===== src/logic/ctfc_pkg.sv =====
// Shared constants, types and helpers for the transmit-select and filter control slice.
// Assumes an 8-bit register port and three transmit buffers.
`default_nettype none
package ctfc_pkg;
    localparam int NUM_SLOTS = 3;

    // Register byte addresses on the plain register port.
    localparam logic [7:0] ADDR_TX_FLAG = 8'h06;
    localparam logic [7:0] ADDR_TX_ABORT_REQ = 8'h08;
    localparam logic [7:0] ADDR_TX_ABORT_ACK = 8'h09;
    localparam logic [7:0] ADDR_TX_SLOT_SELECT = 8'h0a;
    localparam logic [7:0] ADDR_ID_FILTER_CONTROL = 8'h0b;
    localparam logic [7:0] ADDR_MISC_BUSOFF_HOLD = 8'h0d;
    localparam logic [7:0] ADDR_RX_ERROR_COUNT = 8'h0e;

    // Field positions.
    localparam int SLOT_LSB = 0;
    localparam int ORG_LSB = 4;
    localparam int HIT_LSB = 0;
    localparam int BUSOFF_HOLD_BIT = 0;

    // Reset values.
    localparam logic [2:0] TXE_RESET = 3'h7;
    localparam logic [2:0] SLOT_MASK_RESET = 3'h0;
    localparam logic [2:0] HIT_RESET = 3'h0;
    localparam logic [7:0] RDATA_RESET = 8'h00;

    typedef enum logic [1:0] {
        ORG_TWO_32 = 2'h0,
        ORG_FOUR_16 = 2'h1,
        ORG_EIGHT_8 = 2'h2,
        ORG_CLOSED = 2'h3
    } ctfc_org_t;

    localparam ctfc_org_t ORG_RESET = ORG_TWO_32;

    // Keeps only the lowest set bit of a three-bit slot mask.
    function automatic logic [2:0] lowestSet(input logic [2:0] v);
        return v & (~v + 3'h1);
    endfunction
endpackage
`default_nettype wire


===== src/logic/ctfc_ctl_if.sv =====
// Internal carrier between the register core and its two helper blocks.
// Assumes all parties run on the single register clock.
`timescale 1ns/1ps
`default_nettype none
interface ctfc_ctl_if;
    logic initActive;
    logic [2:0] swClearTxe;
    logic [2:0] swSetAbort;
    logic [2:0] txSent;
    logic [2:0] txActive;
    logic [2:0] txFail;
    logic [2:0] transmit_slot_empty;
    logic [2:0] abortReq;
    logic [2:0] abortAck;
    ctfc_pkg::ctfc_org_t org;
    logic msgMatch;
    logic fgShift;
    logic [2:0] fgHitIndex;
    logic [2:0] hitIndex;
    logic msgAccept;

    modport core (output initActive, swClearTxe, swSetAbort, txSent, txActive, txFail,
        org, msgMatch, fgShift, fgHitIndex,
        input transmit_slot_empty, abortReq, abortAck, hitIndex, msgAccept);
    modport slots (input initActive, swClearTxe, swSetAbort, txSent, txActive, txFail,
        output transmit_slot_empty, abortReq, abortAck);
    modport filt (input org, msgMatch, fgShift, fgHitIndex, output hitIndex, msgAccept);
endinterface
`default_nettype wire


===== src/logic/ctfc_tx_slots.sv =====
// Empty flags, abort requests and abort acknowledges of the three transmit buffers.
// Assumes the core only forwards software writes that are legal in the current mode.
`timescale 1ns/1ps
`default_nettype none
module ctfc_tx_slots (
    input wire logic clk,
    input wire logic rst_n,
    ctfc_ctl_if.slots ctl
);
    logic [2:0] txe_q, txe_d, req_q, req_d, ack_q, ack_d, grant;

    always_comb begin
        grant = req_q & ~txe_q & (~ctl.txActive | ctl.txFail);
        txe_d = (txe_q & ~ctl.swClearTxe) | ctl.txSent | grant;
        req_d = (req_q | (ctl.swSetAbort & ~txe_q)) & ~(ctl.txSent | grant);
        ack_d = (ack_q | grant) & ~ctl.swClearTxe;
        if (ctl.initActive) begin
            req_d = 3'h0;
            ack_d = 3'h0;
        end
    end

    always_ff @(posedge clk) begin
        if (!rst_n) begin
            txe_q <= ctfc_pkg::TXE_RESET;
            req_q <= 3'h0;
            ack_q <= 3'h0;
        end else begin
            txe_q <= txe_d;
            req_q <= req_d;
            ack_q <= ack_d;
        end
    end

    assign ctl.transmit_slot_empty = txe_q;
    assign ctl.abortReq = req_q;
    assign ctl.abortAck = ack_q;
endmodule // ctfc_tx_slots
`default_nettype wire


===== src/logic/ctfc_rx_filter.sv =====
// Filter-hit index of the foreground message and the filter-closed acceptance gate.
// Assumes the filter engine reports its match and hit number beside each shift pulse.
`timescale 1ns/1ps
`default_nettype none
module ctfc_rx_filter (
    input wire logic clk,
    input wire logic rst_n,
    ctfc_ctl_if.filt ctl
);
    logic [2:0] hit_q, hit_d;

    always_comb begin
        hit_d = hit_q;
        if (ctl.fgShift) begin
            hit_d = ctl.fgHitIndex;
        end
    end

    always_ff @(posedge clk) begin
        if (!rst_n) begin
            hit_q <= ctfc_pkg::HIT_RESET;
        end else begin
            hit_q <= hit_d;
        end
    end

    assign ctl.hitIndex = hit_q;
    assign ctl.msgAccept = ctl.msgMatch && (ctl.org != ctfc_pkg::ORG_CLOSED);
endmodule // ctfc_rx_filter
`default_nettype wire


===== src/logic/ctfc_core.sv =====
// Register core: slot select, filter control, bus-off hold and receive error counter.
// Assumes a single-cycle strobe register port and mode bits from the rest of the controller.
//
// Local design decisions: the placing of the registers and the plain strobed port.
`timescale 1ns/1ps
`default_nettype none

module ctfc_core (
    input wire logic clk,
    input wire logic rst_n,
    input wire logic [7:0] regAddr,
    input wire logic [7:0] regWdata,
    input wire logic regWrite,
    input wire logic regRead,
    output logic [7:0] regRdata,
    input wire logic initRequest,
    input wire logic initAcknowledge,
    input wire logic sleepRequest,
    input wire logic sleepAcknowledge,
    input wire logic busoffRecoverySelect,
    input wire logic busoffEnter,
    input wire logic [7:0] rxErrorCount,
    input wire logic [2:0] txSent,
    input wire logic [2:0] txActive,
    input wire logic [2:0] txFail,
    input wire logic msgMatch,
    input wire logic fgShift,
    input wire logic [2:0] fgHitIndex,
    output logic msgAccept,
    input wire logic winAccess,
    output logic winAccessGrant,
    output logic [2:0] winSlotSelect,
    output logic [2:0] transmitSlotEmpty,
    output logic [2:0] abortRequestBits,
    output logic busoffHold,
    output logic busoffRecoveryRequest
);
    ctfc_ctl_if ctl ();

    logic initActive, selWritable, wrSel, wrFilter, wrMisc;
    logic [2:0] slotSel_q, slotSel_d, selLowest;
    ctfc_pkg::ctfc_org_t org_q, org_d;
    logic hold_q, hold_d, recover_q, recover_d;
    logic [7:0] rdata_q, rdata_d;

    assign initActive = initRequest && initAcknowledge;
    assign selWritable = !initRequest && !initAcknowledge;
    assign wrSel = regWrite && (regAddr == ctfc_pkg::ADDR_TX_SLOT_SELECT);
    assign wrFilter = regWrite && (regAddr == ctfc_pkg::ADDR_ID_FILTER_CONTROL);
    assign wrMisc = regWrite && (regAddr == ctfc_pkg::ADDR_MISC_BUSOFF_HOLD);

    // Count reads are only meaningful while the receive engine is quiet: sleep or init.
    logic countValid;
    assign countValid = initActive || (sleepRequest && sleepAcknowledge);

    // Software writes to the empty flags and abort requests; only the abort requests are gated by mode.
    assign ctl.initActive = initActive;
    assign ctl.swClearTxe = (regWrite && regAddr == ctfc_pkg::ADDR_TX_FLAG)
        ? (regWdata[2:0] & ctl.transmit_slot_empty) : 3'h0;
    assign ctl.swSetAbort = (regWrite && regAddr == ctfc_pkg::ADDR_TX_ABORT_REQ && selWritable)
        ? regWdata[2:0] : 3'h0;
    assign ctl.txSent = txSent;
    assign ctl.txActive = txActive;
    assign ctl.txFail = txFail;
    assign ctl.org = org_q;
    assign ctl.msgMatch = msgMatch;
    assign ctl.fgShift = fgShift;
    assign ctl.fgHitIndex = fgHitIndex;

    ctfc_tx_slots u_slots (
        .clk(clk),
        .rst_n(rst_n),
        .ctl(ctl.slots)
    );

    ctfc_rx_filter u_filter (
        .clk(clk),
        .rst_n(rst_n),
        .ctl(ctl.filt)
    );

    // Transmit slot select.
    always_comb begin
        slotSel_d = slotSel_q;
        if (initActive) begin
            slotSel_d = ctfc_pkg::SLOT_MASK_RESET;
        end else if (wrSel && selWritable) begin
            slotSel_d = regWdata[2:0];
        end
    end

    always_ff @(posedge clk) begin
        if (!rst_n) begin
            slotSel_q <= ctfc_pkg::SLOT_MASK_RESET;
        end else begin
            slotSel_q <= slotSel_d;
        end
    end

    assign selLowest = ctfc_pkg::lowestSet(slotSel_q);
    assign winSlotSelect = selLowest;
    // scheduled buffer is blocked; nothing selected blocks all.
    assign winAccessGrant = winAccess && ((selLowest & ctl.transmit_slot_empty) != 3'h0);

    // Filter organisation, writable only while initialization is in force.
    always_comb begin
        org_d = org_q;
        if (wrFilter && initActive) begin
            org_d = ctfc_pkg::ctfc_org_t'(regWdata[ctfc_pkg::ORG_LSB +: 2]);
        end
    end

    always_ff @(posedge clk) begin
        if (!rst_n) begin
            org_q <= ctfc_pkg::ORG_RESET;
        end else begin
            org_q <= org_d;
        end
    end

    assign msgAccept = ctl.msgAccept;

    // Bus-off hold flag; a bus-off entry with recovery select set wins over a clear in the same cycle.
    always_comb begin
        hold_d = hold_q;
        recover_d = 1'b0;
        if (wrMisc && regWdata[ctfc_pkg::BUSOFF_HOLD_BIT]) begin
            hold_d = 1'b0;
            recover_d = hold_q;
        end
        if (busoffEnter && busoffRecoverySelect) begin
            hold_d = 1'b1;
            recover_d = 1'b0;
        end
    end

    always_ff @(posedge clk) begin
        if (!rst_n) begin
            hold_q <= 1'b0;
            recover_q <= 1'b0;
        end else begin
            hold_q <= hold_d;
            recover_q <= recover_d;
        end
    end

    assign busoffHold = hold_q;
    assign busoffRecoveryRequest = recover_q;
    assign transmitSlotEmpty = ctl.transmit_slot_empty;
    assign abortRequestBits = ctl.abortReq;

    // Read path; data stands only in the cycle after the strobe.
    always_comb begin
        rdata_d = ctfc_pkg::RDATA_RESET;
        if (regRead) begin
            case (regAddr)
                ctfc_pkg::ADDR_TX_FLAG: rdata_d = {5'h00, ctl.transmit_slot_empty};
                ctfc_pkg::ADDR_TX_ABORT_REQ: rdata_d = {5'h00, ctl.abortReq};
                ctfc_pkg::ADDR_TX_ABORT_ACK: rdata_d = {5'h00, ctl.abortAck};
                ctfc_pkg::ADDR_TX_SLOT_SELECT: rdata_d = {5'h00, selLowest};
                ctfc_pkg::ADDR_ID_FILTER_CONTROL: begin
                    rdata_d = {2'h0, org_q, 1'b0, ctl.hitIndex};
                end
                ctfc_pkg::ADDR_MISC_BUSOFF_HOLD: rdata_d = {7'h00, hold_q};
                ctfc_pkg::ADDR_RX_ERROR_COUNT: rdata_d = rxErrorCount;
                default: rdata_d = ctfc_pkg::RDATA_RESET;
            endcase
        end
    end

    always_ff @(posedge clk) begin
        if (!rst_n) begin
            rdata_q <= ctfc_pkg::RDATA_RESET;
        end else begin
            rdata_q <= rdata_d;
        end
    end

    assign regRdata = rdata_q;
endmodule // ctfc_core
`default_nettype wire


===== config.mk =====
export PLATFORM = sky130hd
export DESIGN_NAME = ctfc_core
export DESIGN_NICKNAME = d
export VERILOG_FILES = /design/src/logic/ctfc_pkg.sv /design/src/logic/ctfc_ctl_if.sv /design/src/logic/ctfc_tx_slots.sv /design/src/logic/ctfc_rx_filter.sv /design/src/logic/ctfc_core.sv
export SDC_FILE = /design/constraint.sdc
export NUM_CORES = 1
export LEC_CHECK = 0
export ABC_CLOCK_PERIOD_IN_PS = 1700
export BUFFER_PORTS_ARGS = -buffer_cell sky130_fd_sc_hd__buf_4
export CAP_MARGIN = 20
export CORE_MARGIN = 2
export CORE_UTILIZATION = 39
export DETAILED_ROUTE_END_ITERATION = 10
export PLACE_DENSITY = 0.78
export SLEW_MARGIN = 20
export SYNTH_ARGS = -nofsm -noshare
export SYNTH_HDL_FRONTEND = slang
export SYNTH_HIERARCHICAL = 1
export SYNTH_SLANG_ARGS = --single-unit

===== constraint.sdc =====
create_clock -name clk -period 1.7 [get_ports clk]
set_input_delay 0.17 -clock clk [delete_from_list [all_inputs] [get_ports clk]]
set_output_delay 0.17 -clock clk [all_outputs]
set_load 0.01 [all_outputs]

==> qor.csv <==
stage,metric,value,unit
status,outcome,finished clean,
global_route,globalRoute.totalOverflow,0,
timing,max_slew.worst_pin.slew,0.403,ns
synth,multiplexer_fraction_of_the_synthesized_cell_area,12.4,%
cells_and_area,drive_gt1_share,40.4,%
die,floorplan.core_area,0.00336,mm2
place,dp.cells,255,
timing,relSlewSlack,73.1,%
run,maxCapViolations,0,
timing,layout_worst_path_cycle_share,90.8,%
synth,primary_flip_flop_cell_chosen_by_synthesis_mapping,sky130_fd_sc_hd__dfxtp_1,
cells_and_area,register_area,541,um2
pwr,vdd_drop_max,0.250,mV
synth,largest_family_of_logic_cells_by_synthesized_area,simple AND/OR/NAND/NOR gates,
clock_network,cts_root_buf,sky130_fd_sc_hd__clkbuf_4,
critical_path,setup.worst_path.end_class,primary output,
detailed_routing,routed_wire_length_per_instance,12.9,um
synth,synth-edff-count,0,
critical_path,worst-endpoint-required,1.53,ns
critical_path,critical_path_arrival,1.37,ns
clock_network,clkSinkCount,27,
cells_and_area,antenna_cells_inserted,0,
clock_network,tritoncts,built,
die,floorplan.die_area,0.00399,mm2
detailed_routing,initial_drc_count,51,
cells_and_area,fillerInstances,332,
clock_network,max-clock-path-buffers,2,
synth,postSynthAreaPerCell,9.36,um2
die,die_x,63.2,um
cells_and_area,layout.cells.non_filler,259,
synth,mappedNetlistArea,0.00137,mm2
timing,grt_setup_unrepaired,no,
clock_network,clkSlewWorstSetupHoldPaths,0.15,ns
place,finalWeightedCongestion,0.806,
synth,synth-xor-area-share,0,%
timing,clock_period_minus_final_worst_setup_slack,1.54,ns
global_route,first_global_vias,1310,
global_route,grt_antenna_before_repair,0,
detailed_routing,via_count,1315,
synth,synth_compound_gate_area_share,12.5,%
synth,ys_warn_count,6,
synth,post_synth_num_cell_types,36,
critical_path,setup.worst_path.start_class,register,
synth,synthesis.nets,195,
timing,maxSlewViolCount,0,
worst_hold_path,min_path_type,primary input to register,
global_route,total_routing_usage_gr,18.1,%
cells_and_area,area_of_combinational_cells_with_multiple_inputs,781,um2
detailed_routing,finalWirelength,3350,um
clock_network,clk-insertion-delay-late,0.32,ns
timing,timing.final.setup_violations,0,
die,io-pin-count,70,
die,initial_utilization,40.6,%
global_route,wire_length_of_the_first_global_routing_pass,5810,um
clock_network,cts.repair_timing.setup_buffer_count,0,
cells_and_area,fin_nets,263,
clock_network,cts_max_level,1,
timing,fin_tns_setup,0,ns
clock_network,post_cts_resize_count,0,
timing,clock_skew,0.00587,ns
clock_network,hold_buffers,0,
timing,timing_hold_violations_final,0,
pwr,static-leakage-power,0.862,nW
synth,simple_gate_share_of_the_synthesized_area,32.2,%
critical_path,worst-path-max-fanout,6,
pwr,powerDensity,568,mW/mm2
place,post-dp-hpwl,2680,um
synth,synth.ff_latch_count,27,
cells_and_area,layout-area-overhead-vs-synth,41.8,%
clock_network,cts_buffers,3,
synth,synth-adder-area-share,0,%
detailed_routing,vias_per_instance,5.08,
detailed_routing,route.detailed.drc,0,
place,io_buffer_count,64,
synth,synth_cells,146,
die,dieHeight,63.2,um
critical_path,worst-setup-path-type,register to primary output,
global_route,maximum_number_of_pins_on_one_net_before_global_route_repair,17,
synth,share_of_synthesized_registers_carrying_an_async_set_or_reset,0,%
detailed_routing,drt_pass1_iterations,4,
die,rows,21,
detailed_routing,antenna_violating_nets_post_route,0,
timing,max_freq,648,MHz
synth,synth_seq_area_share,39.6,%
## cells in the final DEF, fill, tap and decap left out, drive strengths merged, types with 4 or more instances in the layout
master,netlist,layout
buf,5,69
nor2b,8,8
a31oi,6,6
and2,8,8
dfxtp,27,27
nor3,6,6
nor2,9,9
nor3b,5,5
mux2i,9,9
nand2b,5,5
o211ai,4,4
nand3,4,4
nand2,15,15
a21oi,7,7
## stage by stage
step	utilization (%)	setup slack (ns)	hold slack, ns	total power (W)	instance area [um2]
finish	57.6	0.156	0.0328	0.00110	1940
global route	57.6	0.0450	0.00666	0.00115	1940
CTS	57.6	0.163	0.0278	0.00111	1940
detailed placement	56.7	0.154	0.379	0.000829	1910
global placement	56.7	0.173	0.377	0.000827	1910
floorplan	-	0.252	0.269	0.000723	1370
## sequential cells by signal, indices dropped and copies added, names as in the netlist
register and cells:
busoffHold 1, busoffRecoveryRequest 1, ctl.org 2, regRdata 8, slotSel_q 3, u_filter/ctl.hitIndex 3
u_slots/ctl.abortAck 3, u_slots/ctl.abortReq 3, u_slots/ctl.transmit_slot_empty 3
## power by group
group / switching (W) / leakage [nW] / internal, W / total (W)
sequential: 0.00000430 / 0.218 / 0.000639 / 0.000643
combinational: 0.0000684 / 0.630 / 0.000104 / 0.000172
clock: 0.000195 / 0.0139 / 0.0000898 / 0.000285
## final timing paths
check,end,start,depth (start not counted),slack (ns)
setup / recovery,winSlotSelect[2],slotSel_q[0],3,0.16
hold / removal,regRdata[6],rxErrorCount[6],2,0.03
setup reg to reg,regRdata[1],slotSel_q[1],4,0.36
hold reg to reg,ctl.org[0],ctl.org[0],2,0.49
## synth_stat cells, drive strengths merged, types with 2 or more instances
cell type | number | area (um2)
dfxtp | 27 | 541
nand2 | 15 | 56.3
mux2i | 9 | 90.1
nor2 | 9 | 33.8
and2 | 8 | 50.1
nor2b | 8 | 50.1
a21oi | 7 | 35.0
a31oi | 6 | 37.5
nor3 | 6 | 35.0
buf | 5 | 30.0
nand2b | 5 | 53.8
nor3b | 5 | 52.6
nand3 | 4 | 20.0
o211ai | 4 | 30.0
inv | 3 | 11.3
mux2 | 3 | 33.8
nand4 | 3 | 18.8
a21boi | 2 | 15.0
a22oi | 2 | 15.0
mux4 | 2 | 45.0
nand3b | 2 | 15.0
## area by class of cell
cell class / instances / area share (%)
Tap cell: 46 / 2.97
Inverter: 3 / 0.581
Multi-Input combinational cell: 110 / 40.3
Sequential cell: 27 / 27.9
Clock inverter: 1 / 0.387
Timing Repair Buffer: 69 / 26.7
Clock buffer: 3 / 1.16
## critical path, cell delays in order, from the launching register on
cell	delay, ns
sky130_fd_sc_hd__dfxtp_1	0.34
sky130_fd_sc_hd__buf_4	0.15
sky130_fd_sc_hd__nor3b_1	0.36
sky130_fd_sc_hd__buf_4	0.20
## kinds of logic (layout without fill, tap and decap cells)
group                  Yosys count  in the layout
AND/OR/NAND/NOR                 70             70
flip-flops                      27             27
multiplexers                    14             14
AO/OA/AOI/OAI                   26             26
buffers and inverters            9             76
## per-layer routing
layer  GRT usage, %  up-vias  wire (um)
met2           31.1       44       1620
li1               -      659          -
met5              0        -          0
met4           7.07        0         47
met1           22.6      606       1470
met3           3.21        6        208
(Power assumes the default switching activity.)
